**config.mk**
```make
export PLATFORM = sky130hd
export DESIGN_NAME = ethmac_status_config
export DESIGN_NICKNAME = d
export VERILOG_FILES = /design/src/rtl/ethmac_pkg.sv /design/src/rtl/ethmac_status_config.sv
export SDC_FILE = /design/constraint.sdc
export NUM_CORES = 1
export LEC_CHECK = 0
export ABC_AREA = 1
export BUFFER_PORTS_ARGS = -buffer_cell sky130_fd_sc_hd__clkbuf_2
export CORE_MARGIN = 5
export CORE_UTILIZATION = 61
export DETAILED_ROUTE_END_ITERATION = 6
export HOLD_SLACK_MARGIN = 0.02
export PLACE_DENSITY = 0.95
export SLEW_MARGIN = 20
export SYNTH_ARGS = -nofsm -noshare
export SYNTH_HDL_FRONTEND = slang
export SYNTH_SLANG_ARGS = --single-unit
```
**constraint.sdc**
```tcl
create_clock -name mclk -period 5.2 [get_ports mclk]
set_clock_uncertainty 0.15 [all_clocks]
set_input_delay 0.78 -clock mclk [delete_from_list [all_inputs] [get_ports mclk]]
set_output_delay 0.78 -clock mclk [all_outputs]
set_load 0.01 [all_outputs]
```
**src/rtl/ethmac_pkg.sv**
```systemverilog
// constants shared by the ethernet status and configuration block
package ethmac_pkg;
	// register word offsets, each writable one with clear/set/invert aliases after it
	localparam logic [7:0] OFS_CTL = 8'h00;
	localparam logic [7:0] OFS_RXST = 8'h10;
	localparam logic [7:0] OFS_STAT = 8'h20;
	localparam logic [7:0] OFS_CFG = 8'h30;
	localparam logic [7:0] OFS_SA = 8'h40;
	localparam logic [7:0] OFS_IRQ = 8'h50;
	localparam logic [7:0] OFS_REG_MASK = 8'hF0;
	// alias selector in address bits 3:2
	localparam logic [1:0] ALIAS_PLAIN = 2'h0;
	localparam logic [1:0] ALIAS_CLR = 2'h1;
	localparam logic [1:0] ALIAS_SET = 2'h2;
	localparam logic [1:0] ALIAS_INV = 2'h3;
	// access size codes
	localparam logic [1:0] SIZE_BYTE = 2'h0;
	localparam logic [1:0] SIZE_HALF = 2'h1;
	localparam logic [1:0] SIZE_WORD = 2'h2;
	localparam logic [31:0] LANE_LO = 32'h0000FFFF;
	localparam logic [31:0] LANE_HI = 32'hFFFF0000;
	localparam logic [31:0] LANE_ALL = 32'hFFFFFFFF;
	// control one fields
	localparam int CTL_ON = 15;
	localparam int CTL_AFC = 7;
	localparam int CTL_DEC = 0;
	localparam logic [31:0] CTL_WMASK = 32'h00008080;
	localparam logic [31:0] CTL_RST = 32'h00000000;
	// receive start address, word aligned
	localparam logic [31:0] RXST_WMASK = 32'hFFFFFFFC;
	localparam logic [31:0] RXST_RST = 32'h00000000;
	// status fields
	localparam int STAT_CNT_LSB = 16;
	localparam int STAT_MBUSY = 7;
	localparam int STAT_TBUSY = 6;
	localparam int STAT_RBUSY = 5;
	// mac configuration one fields
	localparam int CFG_SOFT = 15;
	localparam int CFG_SIM = 14;
	localparam int CFG_RMCS = 11;
	localparam int CFG_RFUN = 10;
	localparam int CFG_TMCS = 9;
	localparam int CFG_TFUN = 8;
	localparam int CFG_LOOP = 4;
	localparam int CFG_TXP = 3;
	localparam int CFG_RXP = 2;
	localparam int CFG_PASS = 1;
	localparam int CFG_RXEN = 0;
	localparam logic [31:0] CFG_WMASK = 32'h0000CF1F;
	localparam logic [31:0] CFG_RST = 32'h0000800D;
	// station address middle
	localparam logic [31:0] SA_WMASK = 32'h0000FFFF;
	localparam logic [31:0] SA_RST = 32'h00000000;
	// interrupt enable and pending flag
	localparam int IRQ_IE = 0;
	localparam int IRQ_PEND = 1;
	localparam logic [31:0] IRQ_WMASK = 32'h00000001;
	localparam logic [31:0] IRQ_RST = 32'h00000000;
	// counter limits
	localparam logic [7:0] CNT_MAX = 8'hFF;
	localparam logic [7:0] CNT_ZERO = 8'h00;
	localparam logic [7:0] CNT_ONE = 8'h01;
	localparam logic [3:0] NIB_ZERO = 4'h0;
	localparam logic [31:0] WORD_ZERO = 32'h00000000;
endpackage

```
**src/rtl/ethmac_status_config.sv**
```systemverilog
// status, configuration and station address logic of the ethernet mac
`timescale 1ns/100ps
module ethmac_status_config (
	input wire logic mclk,
	input wire logic rst_n,
	input wire logic [7:0] reg_addr,
	input wire logic [31:0] reg_wdata,
	input wire logic [1:0] reg_size,
	input wire logic reg_wr,
	input wire logic reg_rd,
	output logic [31:0] reg_rdata,
	input wire logic rx_packet_done,
	input wire logic [7:0] rx_desc_used,
	input wire logic tx_active,
	input wire logic rx_active,
	input wire logic [15:0] station_factory,
	input wire logic [3:0] mac_txd,
	input wire logic mac_tx_en,
	input wire logic [3:0] phy_rxd,
	input wire logic phy_rx_dv,
	output logic [3:0] mac_rxd,
	output logic mac_rx_dv,
	output logic [3:0] phy_txd,
	output logic phy_tx_en,
	output logic [7:0] packet_buffer_counter,
	output logic module_on,
	output logic flow_control_on,
	output logic rx_halt,
	output logic packet_pending_flag,
	output logic packet_pending_irq,
	output logic module_busy,
	output logic transmit_busy,
	output logic receive_busy,
	output logic mac_and_media_interface_reset,
	output logic tx_random_generator_reset,
	output logic rx_control_sublayer_reset,
	output logic rx_function_reset,
	output logic tx_control_sublayer_reset,
	output logic tx_function_reset,
	output logic mac_loopback,
	output logic transmit_flow_control_allow,
	output logic receive_flow_control_act,
	output logic accept_every_frame,
	output logic mac_receive_on
);
	import ethmac_pkg::*;

	typedef struct packed {
		logic [31:0] ctl;
		logic [31:0] rxst;
		logic [31:0] cfg;
		logic [31:0] sa;
		logic [31:0] irq;
		logic [7:0] cnt;
		logic loaded;
		logic [31:0] rdata;
		logic [3:0] rxd_s1;
		logic [3:0] rxd_s2;
		logic dv_s1;
		logic dv_s2;
		logic [3:0] mac_rxd;
		logic mac_rx_dv;
		logic [3:0] phy_txd;
		logic phy_tx_en;
	} state_t;

	localparam state_t STATE_RST = '{
		ctl: CTL_RST,
		rxst: RXST_RST,
		cfg: CFG_RST,
		sa: SA_RST,
		irq: IRQ_RST,
		cnt: CNT_ZERO,
		loaded: 1'b0,
		rdata: WORD_ZERO,
		rxd_s1: NIB_ZERO,
		rxd_s2: NIB_ZERO,
		dv_s1: 1'b0,
		dv_s2: 1'b0,
		mac_rxd: NIB_ZERO,
		mac_rx_dv: 1'b0,
		phy_txd: NIB_ZERO,
		phy_tx_en: 1'b0
	};

	state_t s_q;
	state_t s_d;

	logic lane_ok;
	logic [31:0] lane_mask;
	logic [1:0] alias_sel;
	logic [7:0] reg_sel;
	logic wr_ok;
	logic rd_ok;
	logic hit_ctl;
	logic hit_rxst;
	logic hit_cfg;
	logic hit_sa;
	logic hit_irq;
	logic dec_req;
	logic inc_req;
	logic [8:0] inc_sum;
	logic [7:0] inc_val;
	logic [7:0] dec_val;
	logic [31:0] stat_word;
	logic [31:0] irq_word;
	logic soft_rst;
	logic rx_path_rst;
	logic tx_path_rst;

	// apply one write through its alias, touching only writable lane bits
	function automatic logic [31:0] merge(
		input logic [31:0] old,
		input logic [31:0] wd,
		input logic [31:0] mask,
		input logic [1:0] kind
	);
		logic [31:0] nv;
		nv = old;
		case (kind)
			ALIAS_PLAIN: nv = (old & ~mask) | (wd & mask);
			ALIAS_CLR: nv = old & ~(wd & mask);
			ALIAS_SET: nv = old | (wd & mask);
			ALIAS_INV: nv = old ^ (wd & mask);
			default: nv = old;
		endcase
		return nv;
	endfunction

	// byte accesses get no lane at all, so they never land anywhere
	always_comb begin
		lane_ok = 1'b0;
		lane_mask = WORD_ZERO;
		case (reg_size)
			SIZE_HALF: begin
				lane_ok = 1'b1;
				lane_mask = reg_addr[1] ? LANE_HI : LANE_LO;
			end
			SIZE_WORD: begin
				lane_ok = 1'b1;
				lane_mask = LANE_ALL;
			end
			default: begin
				lane_ok = 1'b0;
				lane_mask = WORD_ZERO;
			end
		endcase
	end

	// address decode
	assign alias_sel = reg_addr[3:2];
	assign reg_sel = reg_addr & OFS_REG_MASK;
	assign wr_ok = reg_wr & lane_ok;
	assign rd_ok = reg_rd & lane_ok;
	assign hit_ctl = reg_sel == OFS_CTL;
	assign hit_rxst = reg_sel == OFS_RXST;
	assign hit_cfg = reg_sel == OFS_CFG;
	assign hit_sa = reg_sel == OFS_SA;
	assign hit_irq = reg_sel == OFS_IRQ;

	// decrement strobe: a one written to the bit by plain, set or invert
	always_comb begin
		dec_req = 1'b0;
		if (wr_ok && hit_ctl && alias_sel != ALIAS_CLR) begin
			dec_req = reg_wdata[CTL_DEC] & lane_mask[CTL_DEC];
		end
	end

	// saturating arithmetic on the packet-buffer counter
	assign inc_req = rx_packet_done;
	assign inc_sum = {1'b0, s_q.cnt} + {1'b0, rx_desc_used};
	assign inc_val = inc_sum[8] ? CNT_MAX : inc_sum[7:0];
	assign dec_val = (s_q.cnt == CNT_ZERO) ? CNT_ZERO :
		s_q.cnt - CNT_ONE;

	// read-only views
	always_comb begin
		stat_word = WORD_ZERO;
		stat_word[STAT_CNT_LSB +: 8] = s_q.cnt;
		stat_word[STAT_MBUSY] = module_busy;
		stat_word[STAT_TBUSY] = transmit_busy;
		stat_word[STAT_RBUSY] = receive_busy;
		irq_word = s_q.irq;
		irq_word[IRQ_PEND] = packet_pending_flag;
	end

	// mac sub-block reset levels
	assign soft_rst = s_q.cfg[CFG_SOFT];
	assign rx_path_rst = soft_rst | s_q.cfg[CFG_RFUN];
	assign tx_path_rst = soft_rst | s_q.cfg[CFG_TFUN];

	// next state of every register
	always_comb begin
		s_d = s_q;

		// register writes; aliases share the same write path
		if (wr_ok && hit_ctl) begin
			s_d.ctl = merge(s_q.ctl, reg_wdata,
				CTL_WMASK & lane_mask, alias_sel);
		end
		if (wr_ok && hit_rxst) begin
			s_d.rxst = merge(s_q.rxst, reg_wdata,
				RXST_WMASK & lane_mask, alias_sel);
		end
		if (wr_ok && hit_cfg) begin
			s_d.cfg = merge(s_q.cfg, reg_wdata,
				CFG_WMASK & lane_mask, alias_sel);
		end
		if (wr_ok && hit_irq) begin
			s_d.irq = merge(s_q.irq, reg_wdata,
				IRQ_WMASK & lane_mask, alias_sel);
		end

		// factory address is taken one edge after reset release
		if (!s_q.loaded) begin
			s_d.loaded = 1'b1;
			s_d.sa = {16'h0000, station_factory};
		end else if (wr_ok && hit_sa) begin
			s_d.sa = merge(s_q.sa, reg_wdata,
				SA_WMASK & lane_mask, alias_sel);
		end

		// module on/off has no effect on the count
		// receive-start write wins; the pointer moved, old count is void
		if (wr_ok && hit_rxst) begin
			s_d.cnt = CNT_ZERO;
		end else if (inc_req && dec_req) begin
			s_d.cnt = s_q.cnt;
		end else if (inc_req) begin
			s_d.cnt = inc_val;
		end else if (dec_req) begin
			s_d.cnt = dec_val;
		end

		// read data stands only in the cycle after the strobe
		s_d.rdata = WORD_ZERO;
		if (rd_ok && alias_sel == ALIAS_PLAIN) begin
			case (reg_sel)
				OFS_CTL: s_d.rdata = s_q.ctl & lane_mask;
				OFS_RXST: s_d.rdata = s_q.rxst & lane_mask;
				OFS_STAT: s_d.rdata = stat_word & lane_mask;
				OFS_CFG: s_d.rdata = s_q.cfg & lane_mask;
				OFS_SA: s_d.rdata = s_q.sa & lane_mask;
				OFS_IRQ: s_d.rdata = irq_word & lane_mask;
				default: s_d.rdata = WORD_ZERO;
			endcase
		end

		// phy receive pins pass two flops before use
		s_d.rxd_s1 = phy_rxd;
		s_d.rxd_s2 = s_q.rxd_s1;
		s_d.dv_s1 = phy_rx_dv;
		s_d.dv_s2 = s_q.dv_s1;

		// receive side: loopback takes the mac's own transmit stream
		if (rx_path_rst) begin
			s_d.mac_rxd = NIB_ZERO;
			s_d.mac_rx_dv = 1'b0;
		end else if (s_q.cfg[CFG_LOOP]) begin
			s_d.mac_rxd = mac_txd;
			s_d.mac_rx_dv = mac_tx_en & s_q.cfg[CFG_RXEN];
		end else begin
			s_d.mac_rxd = s_q.rxd_s2;
			s_d.mac_rx_dv = s_q.dv_s2 & s_q.cfg[CFG_RXEN];
		end

		// transmit side stays quiet on the wire during loopback
		if (tx_path_rst || s_q.cfg[CFG_LOOP]) begin
			s_d.phy_txd = NIB_ZERO;
			s_d.phy_tx_en = 1'b0;
		end else begin
			s_d.phy_txd = mac_txd;
			s_d.phy_tx_en = mac_tx_en;
		end
	end

	// the only clocked process
	always_ff @(posedge mclk or negedge rst_n) begin
		if (!rst_n) begin
			s_q <= STATE_RST;
		end else begin
			s_q <= s_d;
		end
	end

	// register bus answer
	assign reg_rdata = s_q.rdata;

	// counter, flow control and pending status
	assign packet_buffer_counter = s_q.cnt;
	assign module_on = s_q.ctl[CTL_ON];
	assign flow_control_on = s_q.ctl[CTL_AFC];
	// halt is released as soon as a decrement drops below the top
	assign rx_halt = s_q.ctl[CTL_AFC] & (s_q.cnt == CNT_MAX);
	assign packet_pending_flag = s_q.cnt != CNT_ZERO;
	assign packet_pending_irq = packet_pending_flag &
		s_q.irq[IRQ_IE];

	// busy indicators; an active path keeps module_busy after switch-off
	assign module_busy = s_q.ctl[CTL_ON] | tx_active | rx_active;
	assign transmit_busy = s_q.ctl[CTL_ON] & tx_active;
	assign receive_busy = s_q.ctl[CTL_ON] & rx_active;

	// configuration levels toward the mac
	assign mac_and_media_interface_reset = soft_rst;
	assign tx_random_generator_reset = s_q.cfg[CFG_SIM];
	assign rx_control_sublayer_reset = s_q.cfg[CFG_RMCS];
	assign rx_function_reset = s_q.cfg[CFG_RFUN];
	assign tx_control_sublayer_reset = s_q.cfg[CFG_TMCS];
	assign tx_function_reset = s_q.cfg[CFG_TFUN];
	assign mac_loopback = s_q.cfg[CFG_LOOP];
	assign transmit_flow_control_allow = s_q.cfg[CFG_TXP];
	assign receive_flow_control_act = s_q.cfg[CFG_RXP];
	assign accept_every_frame = s_q.cfg[CFG_PASS];
	assign mac_receive_on = s_q.cfg[CFG_RXEN];

	// mii data outputs straight from flops
	assign mac_rxd = s_q.mac_rxd;
	assign mac_rx_dv = s_q.mac_rx_dv;
	assign phy_txd = s_q.phy_txd;
	assign phy_tx_en = s_q.phy_tx_en;
endmodule

```
# ---- Word level (Yosys, flattened, before mapping)
# Cells that the tools add are included.
dict set report classes {
  bitwise_logic 59
  n_reduce_logical 16
  n_addsub 2
  n_eq_ne 14
  muxes 22
}
# operator count
set op_table {}
lappend op_table {{$pmux W32 S4} 5}
lappend op_table {{$and A32 B32 Y32} 16}
lappend op_table {{$or A32 B32 Y32} 10}
lappend op_table {{$not A32 Y32} 6}
lappend op_table {{$pmux W32 S6} 1}
lappend op_table {{$xor A32 B32 Y32} 5}
lappend op_table {{$mux W32} 4}
lappend op_table {{$and A32 B16 Y32} 3}
lappend op_table {{$not A16 Y32} 3}
lappend op_table {{$pmux W32 S2} 1}
lappend op_table {{$mux W8} 6}
lappend op_table {{$and A24 B32 Y32} 1}
lappend op_table {{$and A32 B1 Y32} 1}
lappend op_table {{$not A1 Y32} 1}
lappend op_table {{$logic_not A8 Y1} 2}
lappend op_table {{$mux W5} 3}
lappend op_table {{$add A8 B8 Y9} 1}
lappend op_table {{$and A1 B1 Y1} 9}
lappend op_table {{$eq A4 B2 Y1 const B} 2}
lappend op_table {{$eq A4 B3 Y1 const B} 2}
lappend op_table {{$eq A8 B8 Y1 const B} 1}
lappend op_table {{$logic_and A1 B1 Y1} 8}
lappend op_table {{$reduce_bool A8 Y1} 1}
lappend op_table {{$sub A8 B1 Y8 const B} 1}
lappend op_table {{other kinds (12)} 20}
dict set report totals {
  register_bits 221
  word_cells 129
  out_inout_bits 69
  inputBits 83
}

# ---- Longest topological paths before layout
# Gate-level depths: netlist of the first run.
dict set report logic_depth {
  word_depth 11
  ltp_mapped 16
  mapped_depth_nobuf 14
}

# ---- Least setup slack after synthesis of the first run
# No wires, ideal clock.
dict set report synth_timing {
  path_kind {input to register}
  startpoint {in reg_size[0]}
  endpoint {reg s_q[100] in the netlist's numbering}
  setup_ns 0.124
  n_path_buf 2
  slack_ns 2.534
  arrival_time_ns 2.392
  stages 14
  required_ns 4.926
  path_cell_list {inv_1 ha_1 inv_2 nand2_2 inv_2 buf_4 buf_6 nand2_2 ha_1 nor2_1 a211oi_1 o21ai_1 o211ai_1 nand2_1}
}
dict set report synth_between {
  elab_chain_cells 8
  elab_cells_between_ends 19
  cone_classes {3 x eq/ne; 5 x mux; 9 x bitwise; 2 x reduce/logical}
}
# item line
set synth_lines {}
lappend synth_lines {{start, declared} ethmac_status_config.sv:8} ;# input wire logic [1:0] reg_size,
lappend synth_lines {{$eq A2 B2 Y1 or $eq A2 B1 Y1 (tied branches)} ethmac_status_config.sv:134} ;# case (reg_size)
lappend synth_lines {{$pmux W32 S2} ethmac_status_config.sv:134}
lappend synth_lines {{$and A32 B16 Y32 or $not A16 Y32 (tied branches)} n/a}
lappend synth_lines {{$not A32 Y32 or $and A32 B32 Y32 (tied branches)} {ethmac_status_config.sv:122, ethmac_status_config.sv:121}}
lappend synth_lines {{$and A32 B32 Y32 or $or A32 B32 Y32 (tied branches)} {ethmac_status_config.sv:122, ethmac_status_config.sv:121}}
lappend synth_lines {{$pmux W32 S4} ethmac_status_config.sv:120} ;# case (kind)
lappend synth_lines {{$mux W32} ethmac_status_config.sv:218} ;# end else if (wr_ok && hit_sa) begin
lappend synth_lines {{$mux W32} ethmac_status_config.sv:215} ;# if (!s_q.loaded) begin
lappend synth_lines {{end signal, assigned} ethmac_status_config.sv:280} ;# s_q <= STATE_RST;
lappend synth_lines {{end signal, assigned} ethmac_status_config.sv:282} ;# s_q <= s_d;
lappend synth_lines {{end, declared} ethmac_status_config.sv:86} ;# state_t s_q;
# Parallel ways exist; a longest one is shown, timed or not. The select of a mux whose other input is x is not followed.
# A chain may end at the register's enable or synchronous reset.

# ---- Worst setup path after layout of the first run
dict set report layout_timing {
  startpoint {in reg_size[0]}
  endpoint {reg s_q, in the netlist transmit_flow_control_allow}
}
dict set report layout_between {
  elab_chain_cells 6
  elab_cells_between_ends 16
  cone_classes {2 x eq/ne; 3 x mux; 9 x bitwise; 2 x reduce/logical}
}
# item line
set layout_lines {}
lappend layout_lines {{$eq A2 B2 Y1 or $eq A2 B1 Y1 (tied branches)} ethmac_status_config.sv:134}
lappend layout_lines {{$pmux W32 S2} ethmac_status_config.sv:134}
lappend layout_lines {{$and A32 B16 Y32 or $not A16 Y32 (tied branches)} n/a}
lappend layout_lines {{$not A32 Y32 or $and A32 B32 Y32 (tied branches)} {ethmac_status_config.sv:122, ethmac_status_config.sv:121}}
lappend layout_lines {{$and A32 B32 Y32 or $or A32 B32 Y32 (tied branches)} {ethmac_status_config.sv:122, ethmac_status_config.sv:121}}
lappend layout_lines {{$pmux W32 S4} ethmac_status_config.sv:120}
# Parallel ways exist; a longest one is shown, timed or not.

==> results of run 1 <==
==> sequential cells by signal, summed over array words and instances (netlist names), 4 cells and up <==
register / cells
s_q: 52
reg_rdata: 32
packet_buffer_counter: 8
s_d: 5
mac_rxd: 4
phy_txd: 4
==> layout by cell type (no fill, tap or decap), drive strengths merged, types with 2 or more instances in the layout <==
| cell | instances |
|---|---|
| nand2 | 217 |
| clkbuf | 168 |
| inv | 136 |
| o21ai | 133 |
| dfrtp | 117 |
| nor2 | 88 |
| ha | 86 |
| nand3 | 34 |
| o211ai | 28 |
| o22ai | 22 |
| a21oi | 22 |
| o221ai | 16 |
| a211oi | 11 |
| nor3 | 9 |
| buf | 7 |
| clkinv | 6 |
| nand4 | 5 |
| clkinvlp | 5 |
| dfstp | 4 |
| o2111ai | 3 |
| xor2 | 3 |
| a31oi | 2 |
| bufinv | 2 |
==> worst register-to-register path, delay by kind of cell, from the launching register on <==
kind,cells,cell delay (ns)
and+or+nand+nor,7,0.70
DFF,1,0.46
adders and majority gates,2,0.69
buffers and inverters,1,0.14
==> power by group through the flow <==
stage,clock network [mW],logic (mW),registers [mW]
floorplan,0,0.632,1.20
global placement,0,0.823,1.23
detailed placement,0,0.868,1.24
CTS,1.17,0.889,1.22
global route,1.22,1.02,1.24
finish,1.17,0.893,1.23
==> per-layer routing <==
| layer | GRT usage (%) | part of all wire (%) | vias to the layer above |
|---|---|---|---|
| met3 | 7.28 | 9.5 | 92 |
| met5 | 0 | 0 | - |
| met4 | 15.3 | 4.8 | 0 |
| met1 | 34.5 | 38 | 3473 |
| met2 | 47.0 | 48 | 431 |
| li1 | - | - | 3561 |
==> how the worst max path moves through the flow <==
| stage | cells past startpoint | to | start | slack (ns) |
|---|---|---|---|---|
| 6_report | 14 | transmit_flow_control_allow$_DFFE_PN1P_ | reg_size[0] | 2.32 |
| 2_1_floorplan | 14 | s_q[100]$_DFFE_PN0N_ | reg_size[0] | 2.53 |
| 5_1_grt | 14 | transmit_flow_control_allow$_DFFE_PN1P_ | reg_size[0] | 2.15 |
| 4_1_cts | 10 | mac_receive_on$_DFFE_PN1P_ | reg_size[0] | 2.29 |
| 3_3_place_gp | 10 | mac_receive_on$_DFFE_PN1P_ | reg_size[0] | 1.90 |
| 3_5_place_dp | 10 | mac_receive_on$_DFFE_PN1P_ | reg_size[0] | 1.89 |
==> layout make-up <==
type                            count  area (um2)
Multi-Input combinational cell    686        4110
Tap cell                          176         220
Clock inverter                     13         146
Clock buffer                       19         443
Timing Repair Buffer              156         802
Fill cell                        1058        3980
Inverter                          136         514
Sequential cell                   121        3030
==> stage by stage <==
step	cell area [um2]	std cells	utilization [%]	hold WS, ns
global route	9270	1307	70.0	0.198
CTS	9260	1307	69.9	0.197
finish	9270	1307	70.0	0.195
global placement	8670	1275	65.4	0.181
detailed placement	8670	1275	65.4	0.185
floorplan	8220	1032	-	0.181
==> kinds of logic (layout without fill, tap and decap cells) <==
logic type	count (synthesis)	count (layout)	share of synthesized area, %
AOI/OAI and AO/OA	240	240	17.9
xor gates and xnor gates	4	4	0.426
adders and majority gates	87	87	13.3
buffers and inverters	225	324	13.3
DFF	121	121	36.9
other	1	1	0.0456
and+or+nand+nor	354	354	18.1
==> run metrics, run 1 <==
outcome=complete, but fails checks; failing checks=design-rule violations; Leak=4.80 nW; Seq/Total Area, Yosys=36.9%; CP Data Required Time=5.37 ns; Synth Cell Area=8220 um2; Setup Viol. Count Final=0; Setup CP Type=in -> reg; Final min period=2.88 ns; n_diodes=0; r2r startpoint=packet_buffer_counter[0]$_DFFE_PN0P_; final hold violation count=0; Inserted Clock Buffers=17; Max Fclk=347 MHz; reg2reg setup slack=2.96 ns; ranking of synthesized cells by area=dfrtp_1 36%, ha_1 13%, nand2_1 9.5%; WL/cell=17.3 um; P_int=2.15 mW; hold_sp=s_d[10]$_DFF_PN0_; post-route ant nets=0; gr ovfl total=0; ys async rst share=100%; Post-synth top cells=208 x nand2_1, 122 x inv_1, 117 x dfrtp_1; area grow syn2layout=12.7%; cell family with most CP delay=adder cells; Placer Congestion=0.956; clock buffer depth=2; setup ws final=2.32 ns; I/O pin cnt=152; Post-CTS Hold Buffers=0; Starting Density=62.1%; chip height=126 um; switching share of power=34.6%; Total Routed Length=22600 um; Final Power=3.29 mW; Max Slew Vio Count=0; crit-path max cell delay=0.38 ns; Switching Power=1.14 mW; Post-synth EDFFs=0; CTS Root Cell=clkbuf_16; Synth Warn #=0; FP Rows=42; distinct cell type count after synthesis=43; pre-CTS WS=1.89 ns; worst r2r dst=packet_buffer_counter[6]$_DFFE_PN0P_; post-route clock period utilization=55.3%; die area=15900 um2; Worst Path Max Fanout=20; hold crit path type=reg -> reg; pin count of the biggest net entering global routing=84; via count=7557; Crit path buffers/inverters=4; clock-pin slew on the worst setup and hold paths=0.06 ns; via/cell ratio=5.78; Max-Cap Viols=0; CTS tree=built; CP endpoint kind=flip-flop; post-detail-place hpwl=15300 um; # DRC=1; Pre-antenna DRT Iters=7; Die Wd=126 um; Yosys top cell by area=dfrtp_1; Cell Pwr Density=355 nW/um2; max_slew headroom=42.6%; core area=13200 um2; sequential power share=37.3%; global-route wire length before repair=36600 um; share of cells above drive strength 1=21.3%; CP dominant cell by count=nand2_1; clk sinks=121; vias in the first global route=7560; Slowest cell on crit path=ha_1; total track usage=28.6%; Final nets=1288; initial antenna violation count=0; clk_lat worst skew=0.42 ns; Slew @ Worst Pin=0.860 ns; RSZ-0062 raised after global routing=no; H-tree Lvls=4; clock power share=35.5%; combinational fraction of design power=27.2%; Synth Instances=1032; initial drt markers=773; most frequent cell after synthesis=nand2_1; Synth top area share=35.6%; PortBufs=150; Synthesized Nets=1202; worst-case reg-to-reg path depth=10; post-CTS resize count=0; peak supply drop=264 uV; ys flop type=dfrtp_1; crit-path cells=clkbuf_2 -> inv_1 -> ha_1 -> inv_2 -> nand2_2 -> inv_2 -> nand2_1 -> ha_1 -> nand2_1 -> o21ai_0 -> a21oi_1 -> o21ai_0 -> nand2_1 -> o21ai_1; post-route setup TNS=0 ns; hold endpoint=s_q[10]$_DFF_PN0_; WP data arrival=3.05 ns; Post-CTS Setup Repair Bufs=0; Hold Crit Depth=0; crit start category=input pin; syn avg cell area=7.96 um2; Yosys reg bits=121
Power figures use the tool's default switching activity.
==> run 2: changes to the inputs <==
--- a/config.mk
+++ b/config.mk
@@ -5,13 +5,13 @@
 export SDC_FILE = /design/constraint.sdc
 export NUM_CORES = 1
 export LEC_CHECK = 0
-export ABC_AREA = 1
+export ABC_AREA = 0
 export BUFFER_PORTS_ARGS = -buffer_cell sky130_fd_sc_hd__clkbuf_2
 export CORE_MARGIN = 5
-export CORE_UTILIZATION = 61
+export CORE_UTILIZATION = 57
 export DETAILED_ROUTE_END_ITERATION = 6
 export HOLD_SLACK_MARGIN = 0.02
-export PLACE_DENSITY = 0.95
+export PLACE_DENSITY = 0.91
 export SLEW_MARGIN = 20
 export SYNTH_ARGS = -nofsm -noshare
 export SYNTH_HDL_FRONTEND = slang
==> constraint.sdc (replaced) <==
create_clock -name mclk -period 2.8 [get_ports mclk]
set_clock_uncertainty 0.15 [all_clocks]
set_input_delay 0.42 -clock mclk [delete_from_list [all_inputs] [get_ports mclk]]
set_output_delay 0.42 -clock mclk [all_outputs]
set_load 0.01 [all_outputs]
==> run 2 against run 1 <==
The run now ends clean. Hold slack lost 0.13 ns. Area after synthesis shrank 0.78%. Clock-buffer cell count fell by 1. Sequential share of layout area down 1.0 points. Global-route usage is 1.9 points lower. Combinational power increased by 84%. Clock power grew 94%. Critical path depth is 8 lower. Flip-flop and latch count did not move. Register-to-register slack worse by 2.8 ns. Total power rose by 86%. Critical endpoint is now packet_pending_flag. Largest power group is now clock.
==> run metrics, run 2 <==
CP endpoint kind=output pin; initial antenna violation count=0; Setup CP Type=reg -> out; FP Rows=43; post-detail-place hpwl=14700 um; WP data arrival=2.14 ns; Cell Pwr Density=638 nW/um2; Pre-antenna DRT Iters=6; syn avg cell area=9.23 um2; hold crit path type=in -> reg; Synth top area share=35.9%; Max Fclk=369 MHz; Yosys top cell by area=dfrtp_1; WL/cell=19.0 um; Worst Path Max Fanout=8; CP Data Required Time=2.23 ns; P_int=4.12 mW; n_diodes=0; Total Routed Length=22600 um; Inserted Clock Buffers=17; pre-CTS WS=-0.0434 ns; clock-pin slew on the worst setup and hold paths=0.06 ns; outcome=completed; Synth Cell Area=8160 um2; total track usage=26.7%; post-route ant nets=0; post-route setup TNS=0 ns; Largest Register=s_q; gr ovfl total=0; post-route clock period utilization=96.7%; Leak=4.58 nW; via/cell ratio=6.17; I/O pin cnt=152; core area=13900 um2; distinct cell type count after synthesis=62; Starting Density=58.5%; most common cell after layout, fill and taps aside=clkbuf_2; Synth Warn #=0; Max Slew Vio Count=0; hold slack final=0.0650 ns; clk_lat worst skew=0.42 ns; CTS Root Cell=clkbuf_16; vias in the first global route=7035; Seq/Total Area, Yosys=37.2%; Final min period=2.71 ns; ys flop type=dfrtp_1; fillcell total=1010; RSZ-0062 raised after global routing=no; switching share of power=32.6%; peak supply drop=511 uV; Placer Congestion=0.855; Yosys reg bits=121; Switching Power=1.99 mW; CTS tree=built; # DRC=0; ys async rst share=100%; pin count of the biggest net entering global routing=123; setup ws final=0.0911 ns; Post-synth top cells=117 x dfrtp_1, 111 x nand2_1, 86 x ha_1; Final Power=6.11 mW; Synth Instances=884; PortBufs=150; Setup Viol. Count Final=0; ranking of synthesized cells by area=dfrtp_1 36%, ha_1 13%, nand2_1 5.1%; clock power share=37.2%; clock buffer depth=2; final hold violation count=0; share of cells above drive strength 1=24.1%; area grow syn2layout=17.4%; Die Wd=130 um; Synthesized Nets=1054; global-route wire length before repair=35400 um; die area=16800 um2; chip height=130 um; via count=7312; sequential power share=35.9%; crit start category=flip-flop; Non-Filler Instances=1186; Max-Cap Viols=0; placed cells=1145; most frequent cell after synthesis=dfrtp_1; initial drt markers=969; most frequent cells in the layout=147 x clkbuf_2, 116 x dfrtp_1, 111 x nand2_1; Slew @ Worst Pin=0.730 ns; Post-synth EDFFs=0; max_slew headroom=51.3%; H-tree Lvls=4; clk sinks=121; Final nets=1163; combinational fraction of design power=26.9%; max reg flops=52
==> run 2: kinds of logic after synthesis <==
| kind of cell | after synthesis | share of synthesized area, % |
|---|---|---|
| xor gates and xnor gates | 5 | 0.537 |
| buffers and inverters | 145 | 9.01 |
| AOI/OAI and AO/OA | 263 | 22.4 |
| DFF | 121 | 37.2 |
| other | 1 | 0.0460 |
| muxes | 13 | 2.21 |
| and+or+nand+nor | 249 | 15.1 |
| adders and majority gates | 87 | 13.4 |
==> run 2: power groups by stage <==
stage	clock, mW	combinational [mW]	sequential, mW
finish	2.27	1.64	2.19
detailed placement	0	1.59	2.21
floorplan	0	1.10	2.17
global placement	0	1.51	2.20
CTS	2.29	1.63	2.18
global route	2.37	1.84	2.21
==> run 2: final cells by class <==
cell class	count	area (um2)	share of cell area [%]
Clock inverter	14	173	1.80
Multi-Input combinational cell	618	4410	46.0
Timing Repair Buffer	195	1150	12.0
Tap cell	180	225	2.35
Clock buffer	18	439	4.59
Inverter	40	150	1.57
Sequential cell	121	3030	31.7
==> run 2: stage by stage <==
step / cell area, um2 / utilization (%)
global route: 9570 / 68.7
global placement: 8880 / 63.7
floorplan: 8160 / -
detailed placement: 8880 / 63.7
finish: 9570 / 68.7
CTS: 9560 / 68.6
==> run 2: metal layers <==
| metal | vias up | share of wire (%) | track usage, % |
|---|---|---|---|
| met5 | - | 0 | 0 |
| met4 | 0 | 2.5 | 10.1 |
| met1 | 3491 | 40 | 35.0 |
| met2 | 405 | 48 | 43.0 |
| li1 | 3367 | - | - |
| met3 | 49 | 9.9 | 6.43 |
==> run 2: path summary, 6_finish.rpt <==
path | start | to | slack [ns] | cells after the start
max | packet_buffer_counter[3]$_DFFE_PN0P_ | packet_pending_flag | 0.09 | 6
min | mac_txd[1] | phy_txd[1]$_DFF_PN0_ | 0.06 | 2
max reg2reg | packet_buffer_counter[0]$_DFFE_PN0P_ | packet_buffer_counter[6]$_DFFE_PN0P_ | 0.18 | 8
min reg2reg | s_d[10]$_DFF_PN0_ | s_q[10]$_DFF_PN0_ | 0.20 | 0
max in group asynchronous | rst_n | phy_txd[3]$_DFF_PN0_ | 1.47 | 3
min in group asynchronous | rst_n | packet_buffer_counter[0]$_DFFE_PN0P_ | 0.43 | 3
==> run 2: what timing repair did <==
item / 4_1_cts / 5_1_grt
resized for setup: 0 / 2
hold endpoints to repair: 122 / 0
pin swaps: 2 / 3
endpoints found under the setup margin: 2 / 3
buffers inserted: 2 / 1
hold buffers: 6 / 0
==> run 2: worst max-delay path: stages (launching register included) <==
cell	delay (ns)
dfrtp_1	0.38
buf_4	0.17
or4_4	0.51
nor4b_4	0.30
buf_4	0.17
inv_1	0.05
clkbuf_2	0.12
